## src/rtl/ctw_pkg.sv

```systemverilog
package ctw_pkg;

  // clock period in picoseconds (250 MHz)
  localparam int unsigned CLK_PERIOD_PS = 4000;

  // wake filter window; a 500 kbps bit and two 1 Mbps bits both last 2 us
  localparam int unsigned WAKE_FILTER_NS  = 500;
  localparam int unsigned WAKE_TIMEOUT_US = 1000;

  localparam int unsigned WAKE_FILTER_CYC =
    (WAKE_FILTER_NS * 1000 + CLK_PERIOD_PS - 1) / CLK_PERIOD_PS;
  localparam int unsigned WAKE_TIMEOUT_CYC =
    (WAKE_TIMEOUT_US * 1000 * 1000) / CLK_PERIOD_PS;

  localparam int unsigned FILT_W = 8;
  localparam int unsigned TOUT_W = 20;

  typedef enum logic [1:0] {
    CTW_MODE_NORMAL   = 2'h0,
    CTW_MODE_STANDBY  = 2'h1,
    CTW_MODE_SHUTDOWN = 2'h2
  } ctw_mode_e;

  typedef enum logic [1:0] {
    CTW_WK_IDLE    = 2'h0,
    CTW_WK_WAITREC = 2'h1,
    CTW_WK_WAITDOM = 2'h2,
    CTW_WK_WOKEN   = 2'h3
  } ctw_wake_e;

  // bus comparator results from the analog front end
  typedef struct packed {
    logic main_dom;
    logic lp_dom;
    logic lp_rec;
  } ctw_bus_s;

  // driver pin controls for the two bus lines
  typedef struct packed {
    logic high_line_o;
    logic high_line_oe;
    logic low_line_o;
    logic low_line_oe;
  } ctw_drv_s;

endpackage

```

## src/rtl/ctw_filter.sv

```systemverilog
// qualifies one bus level: pulses once the level has held past the window
module ctw_filter
(
  // clock and reset
  input  wire logic clock_i,
  input  wire logic rst_i,
  // control
  input  wire logic enable_i,
  input  wire logic level_i,
  // result
  output logic      qualified_o
);

  logic [ctw_pkg::FILT_W-1:0] count;
  logic [ctw_pkg::FILT_W-1:0] next_count;
  logic                       done;
  logic                       next_done;

  localparam logic [ctw_pkg::FILT_W-1:0] LIMIT =
    ctw_pkg::FILT_W'(ctw_pkg::WAKE_FILTER_CYC);

  always_comb
  begin
    next_count = count;
    next_done  = done;
    if (!enable_i || !level_i)
    begin
      next_count = '0;
      next_done  = 1'b0;
    end
    else if (count <= LIMIT)
    begin
      next_count = count + 1'b1;
    end
    else
    begin
      next_done = 1'b1;
    end
  end

  always_ff @(posedge clock_i)
  begin
    if (rst_i)
    begin
      count <= '0;
      done  <= 1'b0;
    end
    else
    begin
      count <= next_count;
      done  <= next_done;
    end
  end

  // level held strictly longer than the window, one pulse per run
  assign qualified_o = next_done && !done;

endmodule

```

## src/rtl/ctw_top.sv

```systemverilog
module ctw_top
(
  // clock and reset
  input  wire logic              clock_i,
  input  wire logic              rst_i,
  // mode pins
  input  wire logic              standby_select_i,
  input  wire logic              shutdown_select_i,
  // controller side
  input  wire logic              transmit_i,
  output logic                   receive_o,
  // bus comparators
  input  wire ctw_pkg::ctw_bus_s bus_i,
  // bus drivers
  output ctw_pkg::ctw_drv_s      drv_o,
  // status
  output ctw_pkg::ctw_mode_e     mode_o
);

  ctw_pkg::ctw_mode_e         mode;
  ctw_pkg::ctw_mode_e         next_mode;
  ctw_pkg::ctw_wake_e         wstate;
  ctw_pkg::ctw_wake_e         next_wstate;
  logic [ctw_pkg::TOUT_W-1:0] tcount;
  logic [ctw_pkg::TOUT_W-1:0] next_tcount;
  logic                       receive;
  logic                       next_receive;
  ctw_pkg::ctw_drv_s          drv;
  ctw_pkg::ctw_drv_s          next_drv;
  logic                       in_dom;
  logic                       next_in_dom;
  logic                       dom_q;
  logic                       rec_q;
  logic                       mon_en;

  localparam logic [ctw_pkg::TOUT_W-1:0] TOUT_LIMIT =
    ctw_pkg::TOUT_W'(ctw_pkg::WAKE_TIMEOUT_CYC);

  // mode selection
  always_comb
  begin
    if (shutdown_select_i)
      next_mode = ctw_pkg::CTW_MODE_SHUTDOWN;
    else if (standby_select_i)
      next_mode = ctw_pkg::CTW_MODE_STANDBY;
    else
      next_mode = ctw_pkg::CTW_MODE_NORMAL;
  end

  always_ff @(posedge clock_i)
  begin
    if (rst_i)
      mode <= ctw_pkg::CTW_MODE_SHUTDOWN;
    else
      mode <= next_mode;
  end

  // mode checks
  a_mode_out: assert property (@(posedge clock_i) disable iff (rst_i)
    shutdown_select_i |=> mode_o == ctw_pkg::CTW_MODE_SHUTDOWN)
    else $error("mode output not shutdown");

  // wake monitor only while in standby
  assign mon_en = (mode == ctw_pkg::CTW_MODE_STANDBY);

  ctw_filter u_dom_filter
  (
    .clock_i     (clock_i),
    .rst_i       (rst_i),
    .enable_i    (mon_en),
    .level_i     (bus_i.lp_dom),
    .qualified_o (dom_q)
  );

  ctw_filter u_rec_filter
  (
    .clock_i     (clock_i),
    .rst_i       (rst_i),
    .enable_i    (mon_en),
    .level_i     (bus_i.lp_rec),
    .qualified_o (rec_q)
  );

  // wake pattern sequencer with timeout
  always_comb
  begin
    next_wstate = wstate;
    next_tcount = tcount;
    next_in_dom = in_dom;
    if (!mon_en)
    begin
      next_wstate = ctw_pkg::CTW_WK_IDLE;
      next_tcount = '0;
      next_in_dom = 1'b0;
    end
    else
    begin
      case (wstate)
        ctw_pkg::CTW_WK_IDLE:
        begin
          if (dom_q)
          begin
            next_wstate = ctw_pkg::CTW_WK_WAITREC;
            next_tcount = '0;
          end
        end
        ctw_pkg::CTW_WK_WAITREC:
        begin
          next_tcount = tcount + 1'b1;
          if (tcount >= TOUT_LIMIT)
            next_wstate = ctw_pkg::CTW_WK_IDLE;
          else if (rec_q)
            next_wstate = ctw_pkg::CTW_WK_WAITDOM;
        end
        ctw_pkg::CTW_WK_WAITDOM:
        begin
          next_tcount = tcount + 1'b1;
          if (tcount >= TOUT_LIMIT)
            next_wstate = ctw_pkg::CTW_WK_IDLE;
          else if (dom_q)
          begin
            next_wstate = ctw_pkg::CTW_WK_WOKEN;
            next_in_dom = 1'b1;
          end
        end
        ctw_pkg::CTW_WK_WOKEN:
        begin
          if (dom_q)
            next_in_dom = 1'b1;
          else if (!bus_i.lp_dom)
            next_in_dom = 1'b0;
        end
        default:
          next_wstate = ctw_pkg::CTW_WK_IDLE;
      endcase
    end
  end

  always_ff @(posedge clock_i)
  begin
    if (rst_i)
    begin
      wstate <= ctw_pkg::CTW_WK_IDLE;
      tcount <= '0;
      in_dom <= 1'b0;
    end
    else
    begin
      wstate <= next_wstate;
      tcount <= next_tcount;
      in_dom <= next_in_dom;
    end
  end

  // wake monitor checks
  a_tout_exit: assert property (@(posedge clock_i) disable iff (rst_i)
    mon_en && tcount >= TOUT_LIMIT
      && (wstate == ctw_pkg::CTW_WK_WAITREC
      || wstate == ctw_pkg::CTW_WK_WAITDOM)
      |=> wstate == ctw_pkg::CTW_WK_IDLE)
    else $error("wake timeout did not restart monitor");
  a_tout_start: assert property (@(posedge clock_i) disable iff (rst_i)
    mon_en && wstate == ctw_pkg::CTW_WK_IDLE && dom_q
      |=> wstate == ctw_pkg::CTW_WK_WAITREC && tcount == '0)
    else $error("timeout not started at first dominant");
  a_rec_hold: assert property (@(posedge clock_i) disable iff (rst_i)
    mon_en && wstate == ctw_pkg::CTW_WK_WAITREC && !rec_q
      && tcount < TOUT_LIMIT |=> wstate == ctw_pkg::CTW_WK_WAITREC)
    else $error("monitor lost progress waiting for recessive");
  a_dom_hold: assert property (@(posedge clock_i) disable iff (rst_i)
    mon_en && wstate == ctw_pkg::CTW_WK_WAITDOM && !dom_q
      && tcount < TOUT_LIMIT |=> wstate == ctw_pkg::CTW_WK_WAITDOM)
    else $error("monitor lost progress waiting for dominant");
  a_idle_lp: assert property (@(posedge clock_i) disable iff (rst_i)
    mon_en && wstate == ctw_pkg::CTW_WK_IDLE && !bus_i.lp_dom
      |=> wstate == ctw_pkg::CTW_WK_IDLE)
    else $error("pattern started without low-power dominant");
  a_woken_stay: assert property (@(posedge clock_i) disable iff (rst_i)
    mon_en && wstate == ctw_pkg::CTW_WK_WOKEN
      |=> wstate == ctw_pkg::CTW_WK_WOKEN)
    else $error("woken state left while in standby");
  a_shutdown_select_idle: assert property (@(posedge clock_i) disable iff (rst_i)
    mode == ctw_pkg::CTW_MODE_SHUTDOWN
      |=> wstate == ctw_pkg::CTW_WK_IDLE && !in_dom)
    else $error("wake monitor active in shutdown");

  // receive output and bus drivers
  always_comb
  begin
    next_receive = 1'b1;
    next_drv     = '0;
    case (next_mode)
      ctw_pkg::CTW_MODE_NORMAL:
      begin
        next_receive      = !bus_i.main_dom;
        next_drv.high_line_o  = 1'b1;
        next_drv.low_line_o   = 1'b0;
        next_drv.high_line_oe = !transmit_i;
        next_drv.low_line_oe  = !transmit_i;
      end
      ctw_pkg::CTW_MODE_STANDBY:
        next_receive = !next_in_dom;
      ctw_pkg::CTW_MODE_SHUTDOWN:
        next_receive = 1'b1;
      default:
        next_receive = 1'b1;
    endcase
  end

  always_ff @(posedge clock_i)
  begin
    if (rst_i)
    begin
      receive <= 1'b1;
      drv     <= '0;
      mode_o  <= ctw_pkg::CTW_MODE_SHUTDOWN;
    end
    else
    begin
      receive <= next_receive;
      drv     <= next_drv;
      mode_o  <= next_mode;
    end
  end

  // output checks
  a_rel_lines: assert property (@(posedge clock_i) disable iff (rst_i)
    !shutdown_select_i && !standby_select_i && transmit_i
      |=> !drv.high_line_oe && !drv.low_line_oe)
    else $error("lines not released for recessive");
  a_rx_follow: assert property (@(posedge clock_i) disable iff (rst_i)
    wstate == ctw_pkg::CTW_WK_WOKEN && standby_select_i
      && !shutdown_select_i && !bus_i.lp_dom
      |=> receive)
    else $error("receive low after dominant ended");
  a_rx_woken: assert property (@(posedge clock_i) disable iff (rst_i)
    mon_en && wstate == ctw_pkg::CTW_WK_WOKEN && standby_select_i
      && !shutdown_select_i && dom_q
      |=> !receive)
    else $error("receive high on filtered dominant after wake");

  assign receive_o = receive;
  assign drv_o     = drv;

  // checks
  a_shutdown_select_prio: assert property (@(posedge clock_i) disable iff (rst_i)
    shutdown_select_i |=> mode == ctw_pkg::CTW_MODE_SHUTDOWN)
    else $error("shutdown select not obeyed");
  a_stby_sel: assert property (@(posedge clock_i) disable iff (rst_i)
    !shutdown_select_i && standby_select_i
      |=> mode == ctw_pkg::CTW_MODE_STANDBY)
    else $error("standby select not obeyed");
  a_tx_dom: assert property (@(posedge clock_i) disable iff (rst_i)
    !shutdown_select_i && !standby_select_i && !transmit_i
      |=> drv.high_line_oe && drv.low_line_oe && drv.high_line_o)
    else $error("dominant not driven");
  a_drv_off: assert property (@(posedge clock_i) disable iff (rst_i)
    (shutdown_select_i || standby_select_i)
      |=> !drv.high_line_oe && !drv.low_line_oe)
    else $error("driver on outside normal mode");
  a_rx_norm: assert property (@(posedge clock_i) disable iff (rst_i)
    !shutdown_select_i && !standby_select_i
      |=> receive == !$past(bus_i.main_dom))
    else $error("receive does not mirror bus");
  a_shutdown_select_rx: assert property (@(posedge clock_i) disable iff (rst_i)
    shutdown_select_i |=> receive ##1 wstate == ctw_pkg::CTW_WK_IDLE)
    else $error("shutdown receive not high");
  a_stby_hold: assert property (@(posedge clock_i) disable iff (rst_i)
    mode == ctw_pkg::CTW_MODE_STANDBY && wstate != ctw_pkg::CTW_WK_WOKEN
      |-> receive_o)
    else $error("receive low before wake");
  a_wake_seq: assert property (@(posedge clock_i) disable iff (rst_i)
    wstate == ctw_pkg::CTW_WK_IDLE ##1 wstate != ctw_pkg::CTW_WK_IDLE
      |-> wstate == ctw_pkg::CTW_WK_WAITREC)
    else $error("wake sequence skipped a step");
  a_tout: assert property (@(posedge clock_i) disable iff (rst_i)
    tcount <= TOUT_LIMIT + 1'b1)
    else $error("wake timeout overrun");
  c_wake: cover property (@(posedge clock_i) disable iff (rst_i)
    wstate == ctw_pkg::CTW_WK_WOKEN && !receive_o);
  c_tout: cover property (@(posedge clock_i) disable iff (rst_i)
    wstate == ctw_pkg::CTW_WK_WAITDOM ##1 wstate == ctw_pkg::CTW_WK_IDLE);
  c_tx: cover property (@(posedge clock_i) disable iff (rst_i)
    drv.high_line_oe ##1 !drv.high_line_oe);
  c_weak: cover property (@(posedge clock_i) disable iff (rst_i)
    mon_en && bus_i.main_dom && !bus_i.lp_dom && !bus_i.lp_rec);
  c_stby: cover property (@(posedge clock_i) disable iff (rst_i)
    mode == ctw_pkg::CTW_MODE_NORMAL ##1 mode == ctw_pkg::CTW_MODE_STANDBY);

endmodule

```

## config.mk

```make
export PLATFORM = sky130hd
export DESIGN_NAME = ctw_top
export DESIGN_NICKNAME = d
export VERILOG_FILES = /design/src/rtl/ctw_pkg.sv /design/src/rtl/ctw_filter.sv /design/src/rtl/ctw_top.sv
export SDC_FILE = /design/constraint.sdc
export NUM_CORES = 1
export LEC_CHECK = 0
export ABC_AREA = 0
export BUFFER_PORTS_ARGS = -buffer_cell sky130_fd_sc_hd__buf_2
export CELL_PAD_IN_SITES_DETAIL_PLACEMENT = 0
export CELL_PAD_IN_SITES_GLOBAL_PLACEMENT = 1
export CORE_ASPECT_RATIO = 1.25
export CORE_UTILIZATION = 40
export CTS_CLUSTER_SIZE = 24
export DETAILED_ROUTE_END_ITERATION = 12
export GPL_TIMING_DRIVEN = 0
export PLACE_DENSITY_LB_ADDON = 0.1
export SYNTH_ARGS = -nofsm -noshare
export SYNTH_HDL_FRONTEND = slang
export SYNTH_SLANG_ARGS = --single-unit
```

## constraint.sdc

```tcl
create_clock -name clock_i -period 2 [get_ports clock_i]
set_input_delay 0 -clock clock_i [delete_from_list [all_inputs] [get_ports clock_i]]
set_output_delay 0 -clock clock_i [all_outputs]
set_load 0.01 [all_outputs]
```

=== Word level (Yosys, flattened, before mapping) ===
Cells that the tools add are included.

* Register bits after elaboration: 47
* Input bits: 8
* Word-level logic and storage cells: 73
* Output and inout bits: 7

* Magnitude comparators: 3
* Bitwise gates (word level): 2
* Multiplexer cells: 22
* Equality and inequality tests: 8
* Reduce and logical (&&, ||, !) cells: 23
* $add $sub $neg: 3

{| class="wikitable"
|+ Operator list
! operator !! count
|-
| 20-bit case mux with 2 select lines || 1
|-
| 20-bit by 1-bit adder with 20-bit output (second input constant) || 1
|-
| 20-bit by 18-bit >= comparator with 1-bit output (second input constant) || 1
|-
| 20-bit 2-to-1 mux || 1
|-
| 8-bit by 1-bit adder with 8-bit output (second input constant) || 2
|-
| 8-bit by 7-bit <= comparator with 1-bit output (second input constant) || 2
|-
| 2-bit 2-to-1 mux || 6
|-
| 1-bit 2-to-1 mux || 10
|-
| 2-bit OR reduction || 5
|-
| 1-bit zero test || 8
|-
| 2-bit by 1-bit equality test with 1-bit output (second input constant) || 3
|-
| 3-bit != test (second input constant) || 2
|-
| 2-bit case mux with 3 select lines || 1
|-
| 2-bit equality test (second input constant) || 2
|-
| 2-bit zero test || 2
|-
| 4-bit 2-to-1 mux || 1
|-
| 1-bit case mux with 2 select lines || 2
|-
| 4-bit AND reduction || 1
|-
| 3-bit nonzero test || 1
|-
| 1-bit logical AND || 2
|-
| 1-bit logical OR || 2
|-
| 2-bit != test (second input constant) || 1
|-
| 1-bit NOT || 2
|-
| 2-bit AND reduction || 1
|-
| 2-bit nonzero test || 1
|}

=== Depth between registers and ports, before layout ===
Gate-level depths: netlist (run 1).

* Depth in word-level cells: 11
* Mapped depth: 9
* Depth with buffers taken out: 8

=== By module ===
Synthesis (run 1) repeated with hierarchy kept, for this count alone.

* Cell total of the unflattened synthesis: 297
* Area total of the unflattened synthesis: 2600.0 um^2

{| class="wikitable"
|+ Modules (own cells, without submodules)
! module !! seq. area each (um^2) !! area each (um^2) !! times used !! cells each
|-
| ctw_top || 560.5 || 1576.5 || 1 || 187
|-
| ctw_filter || 180.2 || 511.7 || 2 || 55
|}

=== Least setup slack after synthesis (run 1) ===
Ideal clock, no wire load.

* Path kind: register to register
* From: register u_rec_filter.count[0] (netlist name)
* To: register wstate[0]
* Arrival time: 1.877 ns
* Library setup time: 0.125 ns
* Setup slack: -0.003 ns
* Clock period less this slack: 2.003 ns
* Buffers on the path: 0
* Cell stages (with the launch flop): 9
* Data required time: 1.875 ns
* Cells stage by stage: dfxtp_1 inv_1 ha_1 nor2_1 a31oi_4 or4b_1 a31oi_1 o21ai_1 mux2i_1

* Word-level cells in the longest chain between the ends: 6

{| class="wikitable"
|+ Ends and longest elaborated chain
! item !! line !! RTL
|-
| start, declared || ctw_filter.sv:14 || <nowiki>logic [ctw_pkg::FILT_W-1:0] count;</nowiki>
|-
| start signal, assigned || ctw_filter.sv:50 || <nowiki>count <= next_count;</nowiki>
|-
| 8-bit by 7-bit <= comparator with 1-bit output || ctw_filter.sv:31 || <nowiki>else if (count <= LIMIT)</nowiki>
|-
| 1-bit 2-to-1 mux || ctw_filter.sv:31 ||
|-
| 1-bit 2-to-1 mux || ctw_filter.sv:26 || <nowiki>if (!enable_i || !level_i)</nowiki>
|-
| 1-bit logical AND || ctw_filter.sv:56 || <nowiki>assign qualified_o = next_done && !done;</nowiki>
|-
| 3-bit != test (no line) || - ||
|-
| 4-bit AND reduction (no line) || - ||
|-
| end signal, assigned || ctw_top.sv:143 || <nowiki>wstate <= ctw_pkg::CTW_WK_IDLE;</nowiki>
|-
| end signal, assigned || ctw_top.sv:149 || <nowiki>wstate <= next_wstate;</nowiki>
|-
| end, declared || ctw_top.sv:22 || <nowiki>ctw_pkg::ctw_wake_e wstate;</nowiki>
|}

No other way between the ends.
A chain may end at the register's enable or synchronous reset.

=== Worst setup path after layout (run 1) ===
* From: register u_dom_filter.count[0] (netlist name)
* To: register tcount[1] (netlist name)

* Word-level cells in the longest chain between the ends: 6

{| class="wikitable"
|+ Ends and longest elaborated chain
! item !! line !! RTL
|-
| start, declared || ctw_filter.sv:14 ||
|-
| start signal, assigned || ctw_filter.sv:50 ||
|-
| 8-bit by 7-bit <= comparator with 1-bit output || ctw_filter.sv:31 ||
|-
| 1-bit 2-to-1 mux || ctw_filter.sv:31 ||
|-
| 1-bit 2-to-1 mux || ctw_filter.sv:26 ||
|-
| 1-bit logical AND || ctw_filter.sv:56 ||
|-
| 2-bit != test (no line) || - ||
|-
| 2-bit AND reduction (no line) || - ||
|-
| end signal, assigned || ctw_top.sv:150 || <nowiki>tcount <= next_tcount;</nowiki>
|-
| end, declared || ctw_top.sv:24 || <nowiki>logic [ctw_pkg::TOUT_W-1:0] tcount;</nowiki>
|}

No other way between the ends.

==> metrics.md, run 1 <==
| Metric | Value |
|---|---|
| Die Ht | 86.2 um |
| Synth Area in Adders | 0.0662 |
| Logic pwr share | 0.021 |
| Clock sink count | 46 |
| Worst hold path startpoint | shutdown_select_i |
| Final net count | 310 |
| Worst endpoint required time | 2.21 ns |
| Kind of critical path | reg -> reg |
| Number of synthesized flops with an enable pin | 0 |
| Initial Utilization | 0.417 |
| DRT iter0 DRCs | 64 |
| Layout cells sized above 1 | 0.203 |
| 1st-pass router iterations | 4 |
| Aggregate global-route resource usage | 0.159 |
| Top FF cell, synth | dfxtp_1 |
| Syn Area/Cell | 8.76 sq um |
| Final ANT Viol Nets | 0 |
| Power consumption | 1.79 mW |
| I/O Pins | 15 |
| Via density | 5.14 |
| Reg power frac | 0.514 |
| Worst setup EP type | flip-flop |
| Hpwl dp | 3.15 mm |
| Port buffer count | 13 |
| Worst R2R Start | u_dom_filter.count[0] |
| Delay of the slowest critical-path stage | 0.38 ns |
| Hold path depth | 3 |
| Initial antenna violation count | 0 |
| F_max | 0.528 GHz |
| Hold Path Class | in -> reg |
| Sw Share | 0.196 |
| DRC | 0 |
| Yosys warnings | 0 |
| Power per cell area | 650 nW/um^2 |
| GPL Wtd Cong | 0.735 |
| Routed len/inst | 12.7 um |
| Die Span X | 69.4 um |
| Outcome | finished clean |
| Compound-Gate Fraction of Synth Area | 0.0987 |
| H-tree depth reported by CTS | 2 |
| R2R cell count | 9 |
| Die Area | 5980 sq um |
| Worst-Margin Slew | 0.702 ns |
| Synth top area cells | dfxtp_1, xor2_1, nor2_1 |
| Count leader, synth | dfxtp_1 |
| RR Endpoint | tcount[1] |
| Count of pins over their slew limit | 0 |
| Post-synth top area cell | dfxtp_1 |
| Final setup violation count | 0 |
| Clk Latency, worst-skew pair | 0.31 ns |
| Fin util | 0.506 |
| MaxCap Viol Count | 0 |
| Syn-to-layout area delta | 21.3% |
| Pleak | 1.01 nW |
| Total gr overflow | 0 |
| WP data arrival | 2.10 ns |
| P_int | 1.44 mW |
| Critical path cell sequence | inv_1 > ha_1 > nor2_4 > a31oi_4 > buf_6 > o31a_1 > buf_4 > a32oi_1 > nor3_1 |
| TritonCTS clock tree | done |
| Fin crit period | 1.90 ns |
| Simple-gate area share of the yosys netlist | 0.248 |
| Crit Path Max Fanout | 10 |
| Number of global-route vias before repair | 1,690 |
| Clk_skew | 0.0112 ns |
| Largest family of logic cells by synthesized area | simple AND/OR/NAND/NOR gates |
| ANT cells | 0 |
| Final worst-path cycle share | 0.948 |
| Slowest cell on the critical path | dfxtp_4 |
| Clock buffer depth | 2 |
| Multi-input gate area | 1310 sq um |
| Asr flop ratio synth | 0 |
| Global-route wire length before repair | 7.56 mm |
| Synth Cell Area | 2270 sq um |
| Maximum vdd ir drop | 0.376 mV |
| Flop-to-flop setup slack | 0.10 ns |
| Clk network pwr share | 0.465 |
| Share of the synthesized area in the top cell type | 0.406 |
| Sequential Area | 932 sq um |
| Clock root buffer | clkbuf_8 |
| Register bit total from synthesis | 46 |
| Rel. slew slack | 0.531 |
| Register area share after synthesis | 0.406 |
| Post-synthesis mux area share | 0.0187 |
| Cts bufs inserted | 5 |
| Placeable Area | 5440 sq um |
| Switch Pwr | 0.351 mW |
| Synth Instances | 259 |
| RSZ-0062 raised after global routing | true |
| Startpoint types | flip-flop |
| Hold Fails Final Rpt | 0 |
| Fillers | 520 |
| Pin count of the biggest net entering global routing | 16 |
| Synthesized net count | 279 |
| Row count | 30 |
| Commonest cells post-synth | dfxtp_1, nor2_1, xor2_1 |
| Worst-path clk slew | 0.09 ns |
| Vias post-DR | 1,824 |
| Hold EP | mode_o[1] |
| XOR/XNOR Fraction of Synth Area | 0.112 |
| Final wirelength | 4.49 mm |
| Unique masters post-synth | 44 |
-- cells by family (layout without fill, tap and decap cells) --
| logic type | count (synthesis) | count (layout) |
|---|---|---|
| muxes | 4 | 4 |
| xor gates and xnor gates | 29 | 29 |
| other | 1 | 1 |
| AOI/OAI and AO/OA | 27 | 27 |
| DFF | 46 | 46 |
| buffers and inverters | 26 | 58 |
| and+or+nand+nor | 114 | 114 |
| adders and majority gates | 12 | 12 |
-- worst max-delay path: cells and delay by family (launching register included) --
kind                       cells  cell delay [ns]
AOI/OAI and AO/OA              3             0.62
adders and majority gates      1             0.22
buffers and inverters          3             0.38
DFF                            1             0.38
and+or+nand+nor                2             0.20
-- cell type report --
| type | count | share of cell area |
|---|---|---|
| clock buffer | 5 | 0.0250 |
| multi-input combinational | 187 | 0.476 |
| buffer | 9 | 0.0218 |
| tap | 64 | 0.0291 |
| inverter | 16 | 0.0218 |
| timing repair buffer | 25 | 0.0623 |
| sequential | 46 | 0.339 |
| clock inverter | 3 | 0.0250 |
-- worst max-delay path by stage --
stage,slack (ns),start,endpoint
final,0.10,u_dom_filter.count[0],tcount[1]
after global routing,-0.04,tcount[8],wstate[0]
after CTS,0.009,u_dom_filter.count[0],tcount[7]
after detailed placement,-0.23,u_dom_filter.count[0],tcount[14]
after global placement,-0.22,u_dom_filter.count[0],tcount[15]
after floorplan,0.04,u_rec_filter.count[0],wstate[0]
-- what timing repair did --
item                                    4_1_cts  5_1_grt
resized for setup                             8       19
endpoints found under the hold margin         6        0
pin swaps                                     4        6
hold buffers                                  5        0
setup buffers                                 3        4
endpoints found under the setup margin       19       22
-- power by group through the flow --
stage	sequential, mW	clock (mW)	combinational, mW
6_report	0.920	0.832	0.0385
5_1_grt	0.921	0.890	0.0424
4_1_cts	0.921	0.861	0.0380
3_5_place_dp	0.943	0	0.0306
3_3_place_gp	0.943	0	0.0306
2_1_floorplan	0.944	0	0.0125
-- registers in the layout, indices dropped and copies added (netlist names) --
name and count:
drv_o 2, in_dom 1, mode_o 2, receive_o 1, tcount 20, u_dom_filter.count 8
u_dom_filter.done 1, u_rec_filter.count 8, u_rec_filter.done 1, wstate 2
-- metrics by stage --
stage               setup slack [ns]  cell area (sq um)  hold WS [ns]  TNS [ns]  std cells
floorplan                     0.0396               2270        0.0724         0        259
global placement              -0.221               2420         0.167     -2.96        336
detailed placement            -0.235               2420         0.165     -3.16        336
CTS                          0.00878               2650         0.109         0        351
global route                 -0.0427               2750         0.128   -0.0827        355
finish                         0.104               2750         0.108         0        355
-- per-layer routing --
metal  global-route usage  part of all wire  routed length (um)  up-vias
met4               0.0816             0.016                  71        0
met5                    0                 0                   0        -
li1                     -                 -                   -      947
met2                0.284              0.52                2330       19
met3               0.0337             0.023                 103        8
met1                0.178              0.44                1990      850
-- cells in the final DEF (no fill, tap or decap), types with 2 or more instances in the layout --
| cell | n |
|---|---|
| a21oi_1 | 5 |
| a31oi_1 | 3 |
| a31oi_4 | 2 |
| and3_1 | 5 |
| buf_2 | 13 |
| buf_4 | 9 |
| buf_6 | 3 |
| bufinv_16 | 2 |
| clkbuf_1 | 3 |
| clkbuf_8 | 5 |
| dfxtp_1 | 39 |
| dfxtp_2 | 6 |
| dlygate4sd3_1 | 5 |
| ha_1 | 11 |
| inv_1 | 16 |
| mux2_2 | 2 |
| mux2i_1 | 2 |
| nand2_1 | 16 |
| nand3_1 | 7 |
| nand4_1 | 20 |
| nor2_1 | 43 |
| nor2_4 | 2 |
| nor3_1 | 8 |
| nor4_1 | 2 |
| o21ai_0 | 3 |
| o21ai_2 | 2 |
| o31ai_4 | 2 |
| or2_2 | 2 |
| xnor2_1 | 6 |
| xor2_1 | 23 |
No activity file was read; power rests on OpenSTA's default activity.
==> inputs of run 2 (changes only) <==
CORE_UTILIZATION = 41   (was 40)
==> run 2 against run 1 <==
Effect of this change:
- clock power shrank 34%
- fmax shrank 1.2%
- sequential cell count is the same
- largest cell class unchanged
- largest power group unchanged
- highest routed layer unchanged
==> metrics.md, run 2 (synthesis results as in run 1) <==
| Metric | Value |
|---|---|
| DRC | 0 |
| Aggregate global-route resource usage | 0.173 |
| Outcome | finished clean |
| Clock sink count | 46 |
| Die Span X | 68.6 um |
| Final worst-path cycle share | 0.959 |
| Fillers | 529 |
| Met1 Usage GRT | 0.211 |
| 1st-pass router iterations | 4 |
| Busiest layer in global routing | met2 |
| F_max | 0.521 GHz |
| Met2 usage | 0.291 |
| Hold WS | 0.00863 ns |
| Biggest register | tcount |
| Maximum vdd ir drop | 0.479 mV |
| Clk Latency, worst-skew pair | 0.30 ns |
| Origin of the worst setup path | u_rec_filter.count[0] |
| Post-route setup slack | 0.0814 ns |
| Worst setup EP type | flip-flop |
| Worst R2R Start | u_rec_filter.count[0] |
| Die Ht | 85.2 um |
| Clock root buffer | clkbuf_8 |
| Startpoint types | flip-flop |
| Power per cell area | 561 nW/um^2 |
| Worst endpoint required time | 2.19 ns |
| TNS Setup | 0 ns |
| Largest register FFs | 20 |
| Placeable Area | 5190 sq um |
| Via density | 5.03 |
| Row count | 29 |
| Die Area | 5840 sq um |
| Worst hold path startpoint | bus_i[2] |
| Vias post-DR | 1,767 |
| Final ANT Viol Nets | 0 |
| Clk_skew | 0.00778 ns |
| Largest registers | tcount (20), u_dom_filter.count (8), u_rec_filter.count (8) |
| Pleak | 0.974 nW |
| ANT cells | 0 |
| Initial antenna violation count | 0 |
| Commonest non-fill, non-tap cells in the layout | nor2_1, dfxtp_1, xor2_1, nand4_1 |
| Kind of critical path | reg -> reg |
| Syn-to-layout area delta | 18.0% |
| Hold Fails Final Rpt | 0 |
| Commonest non-fill, non-tap cell in the layout | nor2_1 |
| Hpwl dp | 3.09 mm |
| Initial Utilization | 0.437 |
| Worst-path clk slew | 0.09 ns |
| Delay of the slowest critical-path stage | 0.54 ns |
| Final net count | 309 |
| Most common cell on crit path | a31oi_4 |
| DRT iter0 DRCs | 39 |
| Slowest cell on the critical path | or4b_4 |
| Layout cells sized above 1 | 0.201 |
| Cts bufs inserted | 5 |
| Fin util | 0.516 |
| Pre-CTS WS | -0.263 ns |
| Count of pins over their slew limit | 0 |
| Total gr overflow | 0 |
| GR Layer Usage met3 | 0.0417 |
| Clock buffer depth | 2 |
| Final wirelength | 4.51 mm |
| WP data arrival | 2.10 ns |
| Final setup violation count | 0 |
| Hold Path Class | in -> reg |
| Global-route wire length before repair | 7.73 mm |
| TritonCTS clock tree | done |
| Crit Path Max Fanout | 4 |
| I/O Pins | 15 |
| Power consumption | 1.50 mW |
| MaxCap Viol Count | 0 |
| Port buffer count | 13 |
| Rel. slew slack | 0.526 |
| RSZ-0062 raised after global routing | true |
| Dpl cells | 334 |
| Area after DPL | 2410 sq um |
| GPL Wtd Cong | 0.775 |
| Pin count of the biggest net entering global routing | 14 |
| H-tree depth reported by CTS | 2 |
| Fin crit period | 1.92 ns |
| Routed len/inst | 12.9 um |
| Number of global-route vias before repair | 1,685 |
| Finished Cell Area | 2680 sq um |
| Critical path cell sequence | inv_1 > ha_1 > nor2_2 > a31oi_4 > or4b_4 > a31oi_4 > o21ai_2 > mux2i_1 |
| Post-Layout Cell Count | 351 |
| Worst-Margin Slew | 0.708 ns |
==> run 2: metal layers <==
layer	part of all wire	up-vias	wire [um]
li1	-	940	-
met1	0.47	809	2100
met2	0.50	12	2240
met3	0.026	6	116
met4	0.013	0	59
met5	0	-	0
==> run 2: area by class of cell <==
type | instances | area [sq um] | area share
flip-flops and latches | 46 | 932 | 0.348
inverters | 16 | 60.1 | 0.0224
repair buffers | 24 | 158 | 0.0589
multi-input cells | 187 | 1320 | 0.491
well taps | 62 | 77.6 | 0.0290
clock inverters | 2 | 10.0 | 0.00374
plain buffers | 9 | 56.3 | 0.0210
clock buffers | 5 | 68.8 | 0.0257
==> run 2: power breakdown <==
part           internal [mW]  total [mW]  switching, mW
clock                  0.235       0.548          0.313
sequential             0.916       0.918        0.00193
combinational         0.0192      0.0371         0.0178
==> run 2: worst paths after layout <==
check | end | slack, ns | cells after the start
worst max register to register | wstate[1] | 0.08 | 8
worst min-delay path | receive_o | 0.009 | 3
worst min register to register | u_rec_filter.done | 0.45 | 2
worst max-delay path | wstate[1] | 0.08 | 8
==> run 2: what timing repair did <==
action	CTS	global route
endpoints found under the hold margin	6	0
resized for setup	10	14
hold buffers	4	0
endpoints found under the setup margin	20	19
pin swaps	7	6
buffers inserted	4	3
==> run 2: worst max-delay path: cells and delay by family (launching register included) <==
| kind | cells | cell delay, ns |
|---|---|---|
| AND/OR/NAND/NOR | 2 | 0.70 |
| multiplexers | 1 | 0.12 |
| adder cells (fa/ha/maj) | 1 | 0.20 |
| buffers and inverters | 1 | 0.05 |
| flip-flops | 1 | 0.36 |
| AO/OA/AOI/OAI | 3 | 0.36 |
==> inputs of run 3 (changes only) <==
CORE_UTILIZATION = 49   (was 41)
clock period = 2.35 ns   (was 2 ns; I/O delays follow)
==> run 3 against run 2 <==
Effect of this change:
- the flow now finishes with violations (negative hold slack)
- largest power group unchanged
- first-iteration DRC count rose by 100%
- sequential cell count stayed put
- cell count shrank 2.3%
- sequential share of layout area is 1.0 points higher
- non-clock buffer count fell by 5
- die area is 16% lower
- global-route usage grew 1.1 points
- clock-buffer cell count rose by 2
- clock skew is 0.0024 ns higher
==> metrics.md, run 3 (synthesis results as in run 1) <==
| Metric | Value |
|---|---|
| Outcome | finished with violations |
| Failing checks | negative hold slack |
| Clock sink count | 46 |
| Port buffer count | 13 |
| Placeable Area | 4430 sq um |
| Total gr overflow | 0 |
| Rel. slew slack | 0.554 |
| Global-route wire length before repair | 7.01 mm |
| Worst R2R Start | u_rec_filter.count[0] |
| Initial antenna violation count | 0 |
| GR Layer Usage met3 | 0.0480 |
| F_max | 0.461 GHz |
| Sw Share | 0.200 |
| R2R cell count | 8 |
| Count of pins over their slew limit | 0 |
| Layout cells sized above 1 | 0.130 |
| Final ANT Viol Nets | 0 |
| RSZ-0062 raised after global routing | false |
| Met2 usage | 0.306 |
| P_int | 1.12 mW |
| Vias post-DR | 1,764 |
| Die Span X | 62.9 um |
| Final setup violation count | 0 |
| DRC | 0 |
| Startpoint types | flip-flop |
| I/O Pins | 15 |
| Hold WS | -0.00331 ns |
| Number of global-route vias before repair | 1,599 |
| Biggest register | tcount |
| Crit Path Max Fanout | 9 |
| ANT cells | 0 |
| Busiest layer in global routing | met2 |
| Maximum vdd ir drop | 0.271 mV |
| Area after DPL | 2410 sq um |
| MaxCap Viol Count | 0 |
| Cts bufs inserted | 5 |
| Aggregate global-route resource usage | 0.183 |
| TNS Setup | 0 ns |
| RR Endpoint | wstate[0] |
| Origin of the worst setup path | u_rec_filter.count[0] |
| Pleak | 0.920 nW |
| Commonest non-fill, non-tap cells in the layout | dfxtp_1, nor2_1, xor2_1, nand4_1 |
| Hold Fails Final Rpt | 1 |
| Pin count of the biggest net entering global routing | 14 |
| Largest register FFs | 20 |
| Die Ht | 78.1 um |
| Worst-path clk slew | 0.08 ns |
| Die Area | 4910 sq um |
| Routed len/inst | 12.1 um |
| Worst endpoint required time | 2.53 ns |
| Setup crit end | wstate[0] |
| TritonCTS clock tree | done |
| Post-route setup slack | 0.180 ns |
| Critical path cell sequence | inv_1 > ha_1 > nor2_1 > a31oi_4 > or4b_1 > a31oi_1 > o21ai_1 > mux2i_1 |
| Clock buffer depth | 2 |
| Clk_skew | 0.0102 ns |
| Clk Latency, worst-skew pair | 0.30 ns |
| Initial Utilization | 0.513 |
| Switch Pwr | 0.279 mW |
| Clock root buffer | clkbuf_8 |
| Kind of critical path | reg -> reg |
| Syn-to-layout area delta | 13.2% |
| Met1 Usage GRT | 0.224 |
| WP data arrival | 2.35 ns |
| Row count | 27 |
| Final worst-path cycle share | 0.923 |
| Worst setup EP type | flip-flop |
| H-tree depth reported by CTS | 2 |
| Commonest non-fill, non-tap cell in the layout | dfxtp_1 |
| DRT iter0 DRCs | 78 |
| 1st-pass router iterations | 4 |
| Worst-Margin Slew | 0.667 ns |
| Clk network pwr share | 0.417 |
| Hold Path Class | in -> reg |
| Largest registers | tcount (20), u_dom_filter.count (8), u_rec_filter.count (8) |
| Hpwl dp | 2.95 mm |
| Final wirelength | 4.15 mm |
| Via density | 5.14 |
| Pre-CTS WS | 0.121 ns |
| Reg power frac | 0.562 |
| Final net count | 304 |
| Fin crit period | 2.17 ns |
| Slowest cell on the critical path | or4b_1 |
| Power per cell area | 543 nW/um^2 |
| Finished Cell Area | 2570 sq um |
| Logic pwr share | 0.022 |
| Flop-to-flop setup slack | 0.18 ns |
| GPL Wtd Cong | 0.754 |
| Delay of the slowest critical-path stage | 0.54 ns |
## run 3: worst min-delay path by stage
| stage | end | from | slack, ns | cells after the start |
|---|---|---|---|---|
| after floorplan | drv_o[3] | standby_select_i | 0.07 | 1 |
| after global placement | drv_o[0] | transmit_i | 0.16 | 2 |
| after detailed placement | drv_o[0] | transmit_i | 0.17 | 2 |
| after CTS | receive_o | bus_i[2] | 0.002 | 3 |
| after global routing | receive_o | bus_i[2] | 0.01 | 3 |
| final | receive_o | bus_i[2] | -0.003 | 3 |
## run 3: timing repair
| item | CTS | global route |
|---|---|---|
| hold endpoints to repair | 6 | 0 |
| resized for setup | 0 | 1 |
| buffers inserted | 0 | 1 |
| endpoints found under the setup margin | 0 | 12 |
| hold buffers | 4 | 0 |
## run 3: critical path: cells and delay by family (launching register included)
family          cells  cell delay, ns
compound gates      3            0.50
fa+ha+maj           1            0.19
buf+inv             1            0.08
flops               1            0.40
mux                 1            0.14
simple gates        2            0.76
## run 3: power groups by stage
stage               sequential (mW)  combinational (mW)  clock, mW
global route                  0.784              0.0333      0.628
floorplan                     0.804              0.0106          0
finish                        0.784              0.0300      0.581
detailed placement            0.802              0.0255          0
global placement              0.802              0.0257          0
CTS                           0.784              0.0299      0.594
## run 3: metal layers
metal	routed length, um	part of all wire	up-vias
li1	-	-	933
met3	101	0.024	5
met4	54	0.013	0
met2	2010	0.48	14
met5	0	0	-
met1	1980	0.48	812
## run 3: final cells by class
type | count | area [sq um]
Buffer | 10 | 51.3
Clock buffer | 7 | 76.3
Clock inverter | 1 | 30.0
Fill cell | 428 | 1860
Inverter | 16 | 60.1
Multi-Input combinational cell | 187 | 1250
Sequential cell | 46 | 921
Tap cell | 58 | 72.6
Timing Repair Buffer | 18 | 113
## run 3: metrics by stage
stage	instances	power (mW)	hold WS, ns	utilization
global route	343	1.45	0.0115	0.581
finish	343	1.40	-0.00331	0.581
detailed placement	330	0.828	0.168	0.544
floorplan	259	0.814	0.0724	-
global placement	330	0.828	0.163	0.544
CTS	342	1.41	0.00204	0.577
